`src/common/ppoc_consts.svh`:
```
// Purpose: Constants for the port power and over-current control block.
// Assumes: Core clock of 25 MHz; sample tick of 1 us.
// Notes: Times are kept in their own unit; counts are derived from them.
`ifndef PPOC_CONSTS_SVH
`define PPOC_CONSTS_SVH

`define PPOC_NPORTS 2
`define PPOC_CLK_MHZ 25
`define PPOC_TICK_NS 1000
`define PPOC_TICK_CYC (`PPOC_CLK_MHZ * `PPOC_TICK_NS / 1000)
`define PPOC_TICKS_PER_MS (1000000 / `PPOC_TICK_NS)
`define PPOC_OCS_SINGLE_MS 5
`define PPOC_OCS_DOUBLE_MS 20
`define PPOC_BLANK_MS 1
`define PPOC_OCS_SINGLE_TICKS (`PPOC_OCS_SINGLE_MS * `PPOC_TICKS_PER_MS)
`define PPOC_OCS_DOUBLE_TICKS (`PPOC_OCS_DOUBLE_MS * `PPOC_TICKS_PER_MS)
`define PPOC_BLANK_TICKS (`PPOC_BLANK_MS * `PPOC_TICKS_PER_MS)

`define PPOC_REG_CTRL 8'h00
`define PPOC_REG_PWR_EN 8'h04
`define PPOC_REG_STATUS 8'h08
`define PPOC_REG_MASK 8'h0c
`define PPOC_REG_PIN_STATE 8'h10

`define PPOC_CTRL_GANG_BIT 0
`define PPOC_PIN_COMMON_BIT 2
`define PPOC_CTRL_RST 1'h0
`define PPOC_PWR_EN_RST 2'h0
`define PPOC_MASK_RST 2'h0

`define PPOC_RESP_OKAY 2'h0
`define PPOC_RESP_DECERR 2'h3

`endif

```
`src/common/ppoc_pkg.sv`:
```
// Purpose: Types for the port power and over-current control block.
// Assumes: Constants come from the shared header.
// Notes: Each module keeps all of its state in one packed struct.
`include "ppoc_consts.svh"

package ppoc_pkg;

   typedef enum logic [5:0] {
      PPOC_SEL_CTRL = 6'h01,
      PPOC_SEL_PWR_EN = 6'h02,
      PPOC_SEL_STATUS = 6'h04,
      PPOC_SEL_MASK = 6'h08,
      PPOC_SEL_PIN = 6'h10,
      PPOC_SEL_NONE = 6'h20
   } ppoc_sel_t;

   typedef struct packed {
      logic prev_low;
      logic first_seen;
      logic [15:0] run_cnt;
      logic [15:0] win_cnt;
      logic [15:0] blank_cnt;
      logic oc_event;
   } ppoc_det_st_t;

   typedef struct packed {
      logic [`PPOC_NPORTS-1:0] sync1_port;
      logic [`PPOC_NPORTS-1:0] sync2_port;
      logic sync1_com;
      logic sync2_com;
      logic [4:0] div_cnt;
      logic tick;
      logic gang;
      logic [`PPOC_NPORTS-1:0] pwr_en;
      logic [`PPOC_NPORTS-1:0] status;
      logic [`PPOC_NPORTS-1:0] mask;
      logic irq;
      logic [`PPOC_NPORTS-1:0] port_oe_n;
      logic [`PPOC_NPORTS-1:0] port_pu;
      logic com_oe_n;
      logic com_pu;
      logic awready;
      logic wready;
      logic aw_got;
      logic w_got;
      logic [7:0] waddr;
      logic [31:0] wdata;
      logic wstrb0;
      logic bvalid;
      logic [1:0] bresp;
      logic arready;
      logic rvalid;
      logic [31:0] rdata;
      logic [1:0] rresp;
   } ppoc_top_st_t;

endpackage : ppoc_pkg

```
`src/common/ppoc_det_if.sv`:
```
// Purpose: Link between the control logic and one over-current detector.
// Assumes: Both ends run on clk_sys.
// Notes: The control end drives enable, tick and the synchronised pin level.
interface ppoc_det_if;
   logic enable;
   logic tick;
   logic pin_low;
   logic oc_event;
   logic in_low;

   modport det (
      input enable,
      input tick,
      input pin_low,
      output oc_event,
      output in_low
   );

   modport ctl (
      output enable,
      output tick,
      output pin_low,
      input oc_event,
      input in_low
   );
endinterface : ppoc_det_if

```
`src/logic/ppoc_det.sv`:
```
// Purpose: Over-current filter for one sense pin.
// Assumes: pin_low is already synchronised; tick is a one-cycle 1 us pulse.
// Notes: oc_event is a one-cycle pulse from a flip-flop.
`include "ppoc_consts.svh"

module ppoc_det #(
   parameter logic [15:0] SINGLE_TICKS = 16'(`PPOC_OCS_SINGLE_TICKS),
   parameter logic [15:0] DOUBLE_TICKS = 16'(`PPOC_OCS_DOUBLE_TICKS),
   parameter logic [15:0] BLANK_TICKS = 16'(`PPOC_BLANK_TICKS)
) (
   input wire logic clk_sys,
   input wire logic resetn,
   ppoc_det_if.det bus
);

   ppoc_pkg::ppoc_det_st_t s;
   ppoc_pkg::ppoc_det_st_t next_s;

   always_comb begin
      next_s = s;
      next_s.oc_event = 1'b0;
      if (!bus.enable) begin
         // Power off: forget all history so the next enable starts clean.
         next_s = '0;
         next_s.blank_cnt = BLANK_TICKS;
      end else if (bus.tick) begin
         if (s.blank_cnt != 16'h0) begin
            // Lows while the port powers up are ignored.
            next_s.blank_cnt = s.blank_cnt - 16'h1;
            next_s.prev_low = 1'b0;
            next_s.run_cnt = 16'h0;
         end else begin
            if (bus.pin_low) begin
               next_s.run_cnt = s.run_cnt + 16'h1;
               if (next_s.run_cnt >= SINGLE_TICKS) begin
                  next_s.oc_event = 1'b1;
               end
               if (!s.prev_low) begin
                  if (s.first_seen) begin
                     next_s.oc_event = 1'b1;
                  end else begin
                     next_s.first_seen = 1'b1;
                     next_s.win_cnt = 16'h0;
                  end
               end
               next_s.prev_low = 1'b1;
            end else begin
               next_s.prev_low = 1'b0;
               next_s.run_cnt = 16'h0;
            end
            if (s.first_seen && !next_s.oc_event) begin
               // The window runs from the start of the first low group.
               next_s.win_cnt = s.win_cnt + 16'h1;
               if (next_s.win_cnt >= DOUBLE_TICKS) begin
                  next_s.first_seen = 1'b0;
                  next_s.win_cnt = 16'h0;
               end
            end
            if (next_s.oc_event) begin
               // A low that persists is reported again after a full single time.
               next_s.run_cnt = 16'h0;
               next_s.first_seen = 1'b0;
               next_s.win_cnt = 16'h0;
            end
         end
      end
   end

   always_ff @(posedge clk_sys or negedge resetn) begin
      if (!resetn) begin
         s <= '0;
      end else begin
         s <= next_s;
      end
   end

   assign bus.oc_event = s.oc_event;
   assign bus.in_low = s.prev_low;

endmodule : ppoc_det

```
`src/logic/ppoc_top.sv`:
```
// Purpose: Downstream port power control and over-current sense for a hub.
// Assumes: One clock; pins are open-drain with active-low output enables.
// Notes: Registers sit behind an AXI4-Lite slave; one level interrupt.
//
// Design decisions made here: the register offsets and the AXI4-Lite register port.
`include "ppoc_consts.svh"

module ppoc_top #(
   parameter logic [15:0] OCS_SINGLE_TICKS = 16'(`PPOC_OCS_SINGLE_TICKS),
   parameter logic [15:0] OCS_DOUBLE_TICKS = 16'(`PPOC_OCS_DOUBLE_TICKS),
   parameter logic [15:0] BLANK_TICKS = 16'(`PPOC_BLANK_TICKS)
) (
   input wire logic clk_sys,
   input wire logic resetn,
   input wire logic [7:0] s_axi_awaddr,
   input wire logic s_axi_awvalid,
   output logic s_axi_awready,
   input wire logic [31:0] s_axi_wdata,
   input wire logic [3:0] s_axi_wstrb,
   input wire logic s_axi_wvalid,
   output logic s_axi_wready,
   output logic [1:0] s_axi_bresp,
   output logic s_axi_bvalid,
   input wire logic s_axi_bready,
   input wire logic [7:0] s_axi_araddr,
   input wire logic s_axi_arvalid,
   output logic s_axi_arready,
   output logic [31:0] s_axi_rdata,
   output logic [1:0] s_axi_rresp,
   output logic s_axi_rvalid,
   input wire logic s_axi_rready,
   input wire logic [`PPOC_NPORTS-1:0] port_power_sense_pin_in,
   output logic [`PPOC_NPORTS-1:0] port_power_sense_pin_out,
   output logic [`PPOC_NPORTS-1:0] port_power_sense_pin_oe_n,
   output logic [`PPOC_NPORTS-1:0] port_pullup_en,
   input wire logic common_power_sense_pin_in,
   output logic common_power_sense_pin_out,
   output logic common_power_sense_pin_oe_n,
   output logic common_pullup_en,
   output logic irq
);

   localparam int NP = `PPOC_NPORTS;

   localparam ppoc_pkg::ppoc_top_st_t TOP_RST = '{
      awready: 1'b1,
      wready: 1'b1,
      arready: 1'b1,
      gang: `PPOC_CTRL_RST,
      pwr_en: `PPOC_PWR_EN_RST,
      mask: `PPOC_MASK_RST,
      default: '0
   };

   ppoc_pkg::ppoc_top_st_t s;
   ppoc_pkg::ppoc_top_st_t next_s;
   logic [NP-1:0] det_event;
   logic [NP-1:0] det_in_low;
   logic [NP-1:0] det_enable;
   logic [NP-1:0] det_pin_low;

   // Register decode shared by the write and the read path.
   function automatic ppoc_pkg::ppoc_sel_t ppoc_decode(input logic [7:0] addr);
      ppoc_pkg::ppoc_sel_t sel;
      sel = ppoc_pkg::PPOC_SEL_NONE;
      if (addr[1:0] == 2'h0) begin
         unique case (addr)
            `PPOC_REG_CTRL: sel = ppoc_pkg::PPOC_SEL_CTRL;
            `PPOC_REG_PWR_EN: sel = ppoc_pkg::PPOC_SEL_PWR_EN;
            `PPOC_REG_STATUS: sel = ppoc_pkg::PPOC_SEL_STATUS;
            `PPOC_REG_MASK: sel = ppoc_pkg::PPOC_SEL_MASK;
            `PPOC_REG_PIN_STATE: sel = ppoc_pkg::PPOC_SEL_PIN;
            default: sel = ppoc_pkg::PPOC_SEL_NONE;
         endcase
      end
      return sel;
   endfunction : ppoc_decode

   // Each detector watches one pin; in ganged mode only detector 0 runs,
   // fed from the common pin.
   genvar gi;
   generate
      for (gi = 0; gi < NP; gi++) begin : g_det
         ppoc_det_if u_if ();

         assign det_enable[gi] = s.gang ? ((gi == 0) && s.pwr_en[0])
                                        : s.pwr_en[gi];
         assign det_pin_low[gi] = (s.gang && (gi == 0)) ? !s.sync2_com
                                                        : !s.sync2_port[gi];
         assign u_if.enable = det_enable[gi];
         assign u_if.tick = s.tick;
         assign u_if.pin_low = det_pin_low[gi];
         assign det_event[gi] = u_if.oc_event;
         assign det_in_low[gi] = u_if.in_low;

         ppoc_det #(
            .SINGLE_TICKS(OCS_SINGLE_TICKS),
            .DOUBLE_TICKS(OCS_DOUBLE_TICKS),
            .BLANK_TICKS(BLANK_TICKS)
         ) u_det (
            .clk_sys(clk_sys),
            .resetn(resetn),
            .bus(u_if.det)
         );
      end
   endgenerate

   always_comb begin
      logic [NP-1:0] ev;
      logic [NP-1:0] rd_clr;
      logic [NP-1:0] drive_on;
      ppoc_pkg::ppoc_sel_t wsel;
      ppoc_pkg::ppoc_sel_t rsel;
      ev = '0;
      rd_clr = '0;
      drive_on = '0;
      wsel = ppoc_pkg::PPOC_SEL_NONE;
      rsel = ppoc_pkg::PPOC_SEL_NONE;
      next_s = s;

      // Two-flop synchronisers on the sense pins.
      next_s.sync1_port = port_power_sense_pin_in;
      next_s.sync2_port = s.sync1_port;
      next_s.sync1_com = common_power_sense_pin_in;
      next_s.sync2_com = s.sync1_com;

      // Sample tick divider.
      next_s.tick = 1'b0;
      if (s.div_cnt == 5'(`PPOC_TICK_CYC - 1)) begin
         next_s.div_cnt = 5'h0;
         next_s.tick = 1'b1;
      end else begin
         next_s.div_cnt = s.div_cnt + 5'h1;
      end

      // Write channel: address and data are taken in either order.
      if (s_axi_awvalid && s.awready) begin
         next_s.aw_got = 1'b1;
         next_s.waddr = s_axi_awaddr;
      end
      if (s_axi_wvalid && s.wready) begin
         next_s.w_got = 1'b1;
         next_s.wdata = s_axi_wdata;
         next_s.wstrb0 = s_axi_wstrb[0];
      end
      if (s.bvalid && s_axi_bready) begin
         next_s.bvalid = 1'b0;
      end
      if (next_s.aw_got && next_s.w_got && !s.bvalid) begin
         wsel = ppoc_decode(next_s.waddr);
         next_s.aw_got = 1'b0;
         next_s.w_got = 1'b0;
         next_s.bvalid = 1'b1;
         next_s.bresp = (wsel == ppoc_pkg::PPOC_SEL_NONE) ? `PPOC_RESP_DECERR
                                                          : `PPOC_RESP_OKAY;
         if (next_s.wstrb0) begin
            unique case (wsel)
               ppoc_pkg::PPOC_SEL_CTRL: next_s.gang = next_s.wdata[`PPOC_CTRL_GANG_BIT];
               ppoc_pkg::PPOC_SEL_PWR_EN: next_s.pwr_en = next_s.wdata[NP-1:0];
               ppoc_pkg::PPOC_SEL_MASK: next_s.mask = next_s.wdata[NP-1:0];
               ppoc_pkg::PPOC_SEL_STATUS,
               ppoc_pkg::PPOC_SEL_PIN,
               ppoc_pkg::PPOC_SEL_NONE: begin
               end
            endcase
         end
      end
      next_s.awready = !next_s.aw_got && !next_s.bvalid;
      next_s.wready = !next_s.w_got && !next_s.bvalid;

      // Read channel.
      if (s.rvalid && s_axi_rready) begin
         next_s.rvalid = 1'b0;
      end
      if (s_axi_arvalid && s.arready) begin
         rsel = ppoc_decode(s_axi_araddr);
         next_s.rvalid = 1'b1;
         next_s.rresp = `PPOC_RESP_OKAY;
         next_s.rdata = 32'h0;
         unique case (rsel)
            ppoc_pkg::PPOC_SEL_CTRL: next_s.rdata[`PPOC_CTRL_GANG_BIT] = s.gang;
            ppoc_pkg::PPOC_SEL_PWR_EN: next_s.rdata[NP-1:0] = s.pwr_en;
            ppoc_pkg::PPOC_SEL_STATUS: begin
               next_s.rdata[NP-1:0] = s.status;
               rd_clr = s.status;
            end
            ppoc_pkg::PPOC_SEL_MASK: next_s.rdata[NP-1:0] = s.mask;
            ppoc_pkg::PPOC_SEL_PIN: begin
               next_s.rdata[NP-1:0] = s.sync2_port;
               next_s.rdata[`PPOC_PIN_COMMON_BIT] = s.sync2_com;
               next_s.rdata[NP+1 +: NP] = det_in_low;
            end
            ppoc_pkg::PPOC_SEL_NONE: next_s.rresp = `PPOC_RESP_DECERR;
         endcase
      end
      next_s.arready = !next_s.rvalid;

      // In ganged mode the single detector speaks for every port.
      ev = s.gang ? {NP{det_event[0]}} : det_event;
      // A new event in the cycle of the clearing read still sets the bit.
      next_s.status = (s.status & ~rd_clr) | ev;
      next_s.irq = |(next_s.status & next_s.mask);

      // Pin drive: off drives low with the pull-up off, on releases the
      // driver and turns the pull-up on so the far side may pull low.
      // The new mode is used so that a mode write moves the pins at the same
      // edge as its write response, just like a power enable write.
      for (int i = 0; i < NP; i++) begin
         drive_on[i] = !next_s.gang && next_s.pwr_en[i];
      end
      next_s.port_oe_n = drive_on;
      next_s.port_pu = drive_on;
      next_s.com_oe_n = next_s.gang && next_s.pwr_en[0];
      next_s.com_pu = next_s.gang && next_s.pwr_en[0];
   end

   always_ff @(posedge clk_sys or negedge resetn) begin
      if (!resetn) begin
         s <= TOP_RST;
      end else begin
         s <= next_s;
      end
   end

   assign s_axi_awready = s.awready;
   assign s_axi_wready = s.wready;
   assign s_axi_bvalid = s.bvalid;
   assign s_axi_bresp = s.bresp;
   assign s_axi_arready = s.arready;
   assign s_axi_rvalid = s.rvalid;
   assign s_axi_rdata = s.rdata;
   assign s_axi_rresp = s.rresp;
   // The pins only ever drive low; the released level comes from the pull-up.
   assign port_power_sense_pin_out = '0;
   assign common_power_sense_pin_out = 1'b0;
   assign port_power_sense_pin_oe_n = s.port_oe_n;
   assign port_pullup_en = s.port_pu;
   assign common_power_sense_pin_oe_n = s.com_oe_n;
   assign common_pullup_en = s.com_pu;
   assign irq = s.irq;

endmodule : ppoc_top

```
`config.mk`:
```
export PLATFORM = sky130hd
export DESIGN_NAME = ppoc_top
export DESIGN_NICKNAME = d
export VERILOG_FILES = /design/src/common/ppoc_pkg.sv /design/src/common/ppoc_det_if.sv /design/src/logic/ppoc_det.sv /design/src/logic/ppoc_top.sv
export VERILOG_INCLUDE_DIRS = /design/src /design/src/common
export SDC_FILE = /design/constraint.sdc
export NUM_CORES = 1
export LEC_CHECK = 0
export ABC_CLOCK_PERIOD_IN_PS = 3000
export BUFFER_PORTS_ARGS = -buffer_cell sky130_fd_sc_hd__buf_2
export CAP_MARGIN = 20
export CORE_MARGIN = 2
export CORE_UTILIZATION = 35
export DETAILED_ROUTE_END_ITERATION = 8
export PLACE_DENSITY = 0.61
export SLEW_MARGIN = 40
export SYNTH_ARGS = -nofsm -noshare
export SYNTH_HDL_FRONTEND = slang
export SYNTH_HIERARCHICAL = 1
export SYNTH_SLANG_ARGS = --single-unit
export TNS_END_PERCENT = 100
```
`constraint.sdc`:
```
create_clock -name clk_sys -period 3 [get_ports clk_sys]
set_clock_uncertainty 0.15 [all_clocks]
set_input_delay 0.9 -clock clk_sys [delete_from_list [all_inputs] [get_ports clk_sys]]
set_output_delay 0.9 -clock clk_sys [all_outputs]
set_load 0.02 [all_outputs]
```
==> results.py <==
metrics = {
    "run_status": {
        "status": "finished clean",
    },
    "cts": {
        "cts_made_buffers": 17,
        "clkLatencyLatePin_ns": 0.43,
        "clk_pin_slew_ns": 0.06,
        "htreeDepth": 4,
        "cts_sinks": 150,
        "cts_root_buf": "clkbuf_16",
        "cts_max_path_buffers": 2,
        "cts_tree": "done",
        "hold_buffers": 0,
    },
    "final_layout": {
        "mostFrequentLayoutCells": "dfrtp_1 (142), nand2_1 (102), buf_4 (80)",
        "layout-drive-gt1-share_pct": 22.14,
        "area_delta_synth_final_pct": 22.03,
        "layout_commonest_cell": "dfrtp_1",
        "fillers": 2380,
        "nNetsFinal": 1123,
    },
    "logic_synthesis": {
        "syn_area_per_cell_um2": 8.987,
        "synth.ff_latch_count": 150,
        "async_reset_ff_share_pct": 100.0,
        "synth_cells": 948,
        "ys_seq_area_share_pct": 44.10,
        "synthFlopType": "dfrtp_1",
        "synth.cell_area_mm2": 0.008519,
        "yosysWarnings": 6,
        "synth-edff-count": 0,
        "synth_cell_types": 69,
    },
    "power_and_ir_drop": {
        "ir_drop_mv": 0.3014,
        "total_power_mw": 5.306,
        "powerDensity_mw_per_mm2": 510.4,
        "p_leak_nw": 4.441,
    },
    "sta": {
        "timing.final.crit_share_pct": 97.88,
        "hold_viol_final": 0,
        "period_minus_slack_ns": 2.936,
        "max_freq_ghz": 0.3406,
        "final-setup-viol-count": 0,
        "slew_headroom_pct": 46.18,
        "fin_tns_setup_ns": 0,
        "slew_viol_final": 0,
        "worst_slew_pin_slew_ns": 0.7849,
        "grt_setup_unrepaired": "yes",
    },
    "detailed_routing": {
        "first_iter_violations": 428,
        "ant_nets": 0,
        "wl_per_cell_um": 14.68,
        "totalWireLength_um": 20430,
        "via_per_inst": 5.211,
        "drc": 0,
        "vias": 7249,
        "dr.pass1.iters": 5,
    },
    "grt": {
        "grt_usage_pct": 15.93,
        "overflow": 0,
        "antenna_found_initial": 1,
        "first_global_vias": 6829,
        "grt_max_degree": 56,
        "grt_pass1_wl_um": 33510,
    },
    "flow_run": {
        "max_cap_viol_count": 0,
    },
    "critical_path": {
        "startpoint_type": "flip-flop",
        "crit_chain": "and3_1, a2111oi_0, buf_4, nor4_1, nor4_2, o211ai_1, buf_4, a2111oi_4, buf_2, nand3b_1, nand2_1",
        "critPathKind": "flip-flop to flip-flop",
        "slowest_delay_ns": 0.42,
        "path_max_fanout": 7,
        "crit_slowest_cell": "a2111oi_0",
        "crit_arrival_ns": 3.15,
        "crit_top_cell": "buf_4",
        "cp-end-kind": "flip-flop",
        "critPathRequiredTime_ns": 3.22,
    },
    "die": {
        "core_area_mm2": 0.02411,
        "die-area_mm2": 0.02560,
        "rows": 57,
        "die_h_um": 160.0,
        "die_w_um": 160.0,
        "ios": 113,
        "start_util_pct": 35.34,
    },
    "place": {
        "detailed_place_hpwl_um": 13910,
        "gp_congestion": 0.8395,
        "io_buffers": 49,
    },
    "hold_path": {
        "hold_class": "flip-flop to flip-flop",
    },
}
[cell families (layout without fill, tap and decap cells)]
kind of cell,Yosys count,in the layout,synth area share [%]
buf+inv,118,207,7.255
other cells,1,31,0.04402
flops,150,150,44.10
fa+ha+maj,8,8,1.175
simple gates,414,414,25.70
xor+xnor,32,32,3.290
mux,15,15,1.880
compound gates,210,210,16.55
[per-layer routing]
layer	track usage (%)	vias to the layer above	part of all wire, %
li1	-	3573	-
met1	21.84	3518	47
met2	25.09	142	48
met3	3.948	16	3.5
met4	4.545	0	1.4
met5	0	-	0
[flip-flops by register name, indices dropped and copies added, names as in the netlist, 2 cells and up]
register / cells
next_s: 3
port_pullup_en: 2
g_det.u_det/bus.in_low: 2
g_det.u_det/bus.oc_event: 2
s_axi_rdata: 5
g_det.u_det/s: 98
s: 27
[per-stage QoR]
step	hold WS [ns]	util, %	area, um2	setup WS (ns)	cells
2_1_floorplan	0.1812	-	8628	0.01737	977
3_3_place_gp	0.1834	39.03	9409	-0.06450	1346
3_5_place_dp	0.1872	39.04	9412	-0.09279	1346
4_1_cts	0.2010	41.97	10120	0.01903	1384
5_1_grt	0.2109	43.13	10400	-0.07786	1391
6_report	0.2032	43.13	10400	0.06359	1391
[final timing paths]
| kind | start | endpoint | cells past startpoint | slack [ns] |
|---|---|---|---|---|
| hold / removal | next_s[104] | s[104] | 0 | 0.20 |
| hold reg to reg | next_s[104] | s[104] | 0 | 0.20 |
| min in group asynchronous | resetn | g_det[1].u_det/s[19] | 1 | 0.27 |
| max in group asynchronous | resetn | s_axi_wready | 2 | 1.69 |
| setup reg to reg | g_det[0].u_det/s[17] | g_det[0].u_det/s[29] | 11 | 0.06 |
| setup / recovery | g_det[0].u_det/s[17] | g_det[0].u_det/s[29] | 11 | 0.06 |
[cell type report]
cell class	count	area, um2	area share [%]
multi-input cells	709	4492	43.21
flip-flops and latches	150	3764	36.20
repair buffers	138	973.4	9.363
clock buffers	24	501.7	4.826
well taps	324	405.4	3.899
inverters	37	138.9	1.336
clock inverters	8	118.9	1.143
diodes	1	2.502	0.02407
[timing repair]
item | 4_1_cts | 5_1_grt
buffers inserted | 6 | 3
setup endpoints to repair | 19 | 48
gates cloned | 0 | 3
pin swaps | 4 | 22
gates resized for setup | 6 | 67
hold endpoints to repair | 0 | 0
[where the power goes]
group,internal (mW),switching (mW)
registers,2.17,0.124
logic,0.266,0.499
clock network,1.42,0.828
[worst max-delay path: cells and delay by family, from the launching register on]
family | cells | cell delay, ns
compound gates | 3 | 0.89
buf+inv | 3 | 0.66
flops | 1 | 0.41
simple gates | 5 | 0.77
[cell usage after synthesis (all sizes together), types with 6 or more instances]
cell       n  area [um2]
clkbuf    27       101.4
o211ai    12       90.09
ha         8       100.1
a211oi    11       82.58
o21a       6       45.04
or2        9       56.30
xnor2     19       166.4
a22o      16       140.1
nor2b     15       93.84
mux2       8       90.08
nor3      31       155.2
and2      14       87.58
nor2      70       267.8
mux2i      7       70.07
a22oi      9       67.56
a21oi     33       165.2
o31ai      6       45.04
dfrtp    147        3679
a2111oi   10       100.1
buf       54       377.9
nor4      24       180.2
nand3     59       295.3
o21ai     65       325.3
xor2      13       113.9
a21o      12       91.34
and3      23       143.9
inv       37       138.9
nand2    102       382.9
nand4     20       125.1
or3       10       62.56
or4        8       75.07
(Power assumes the default switching activity.)
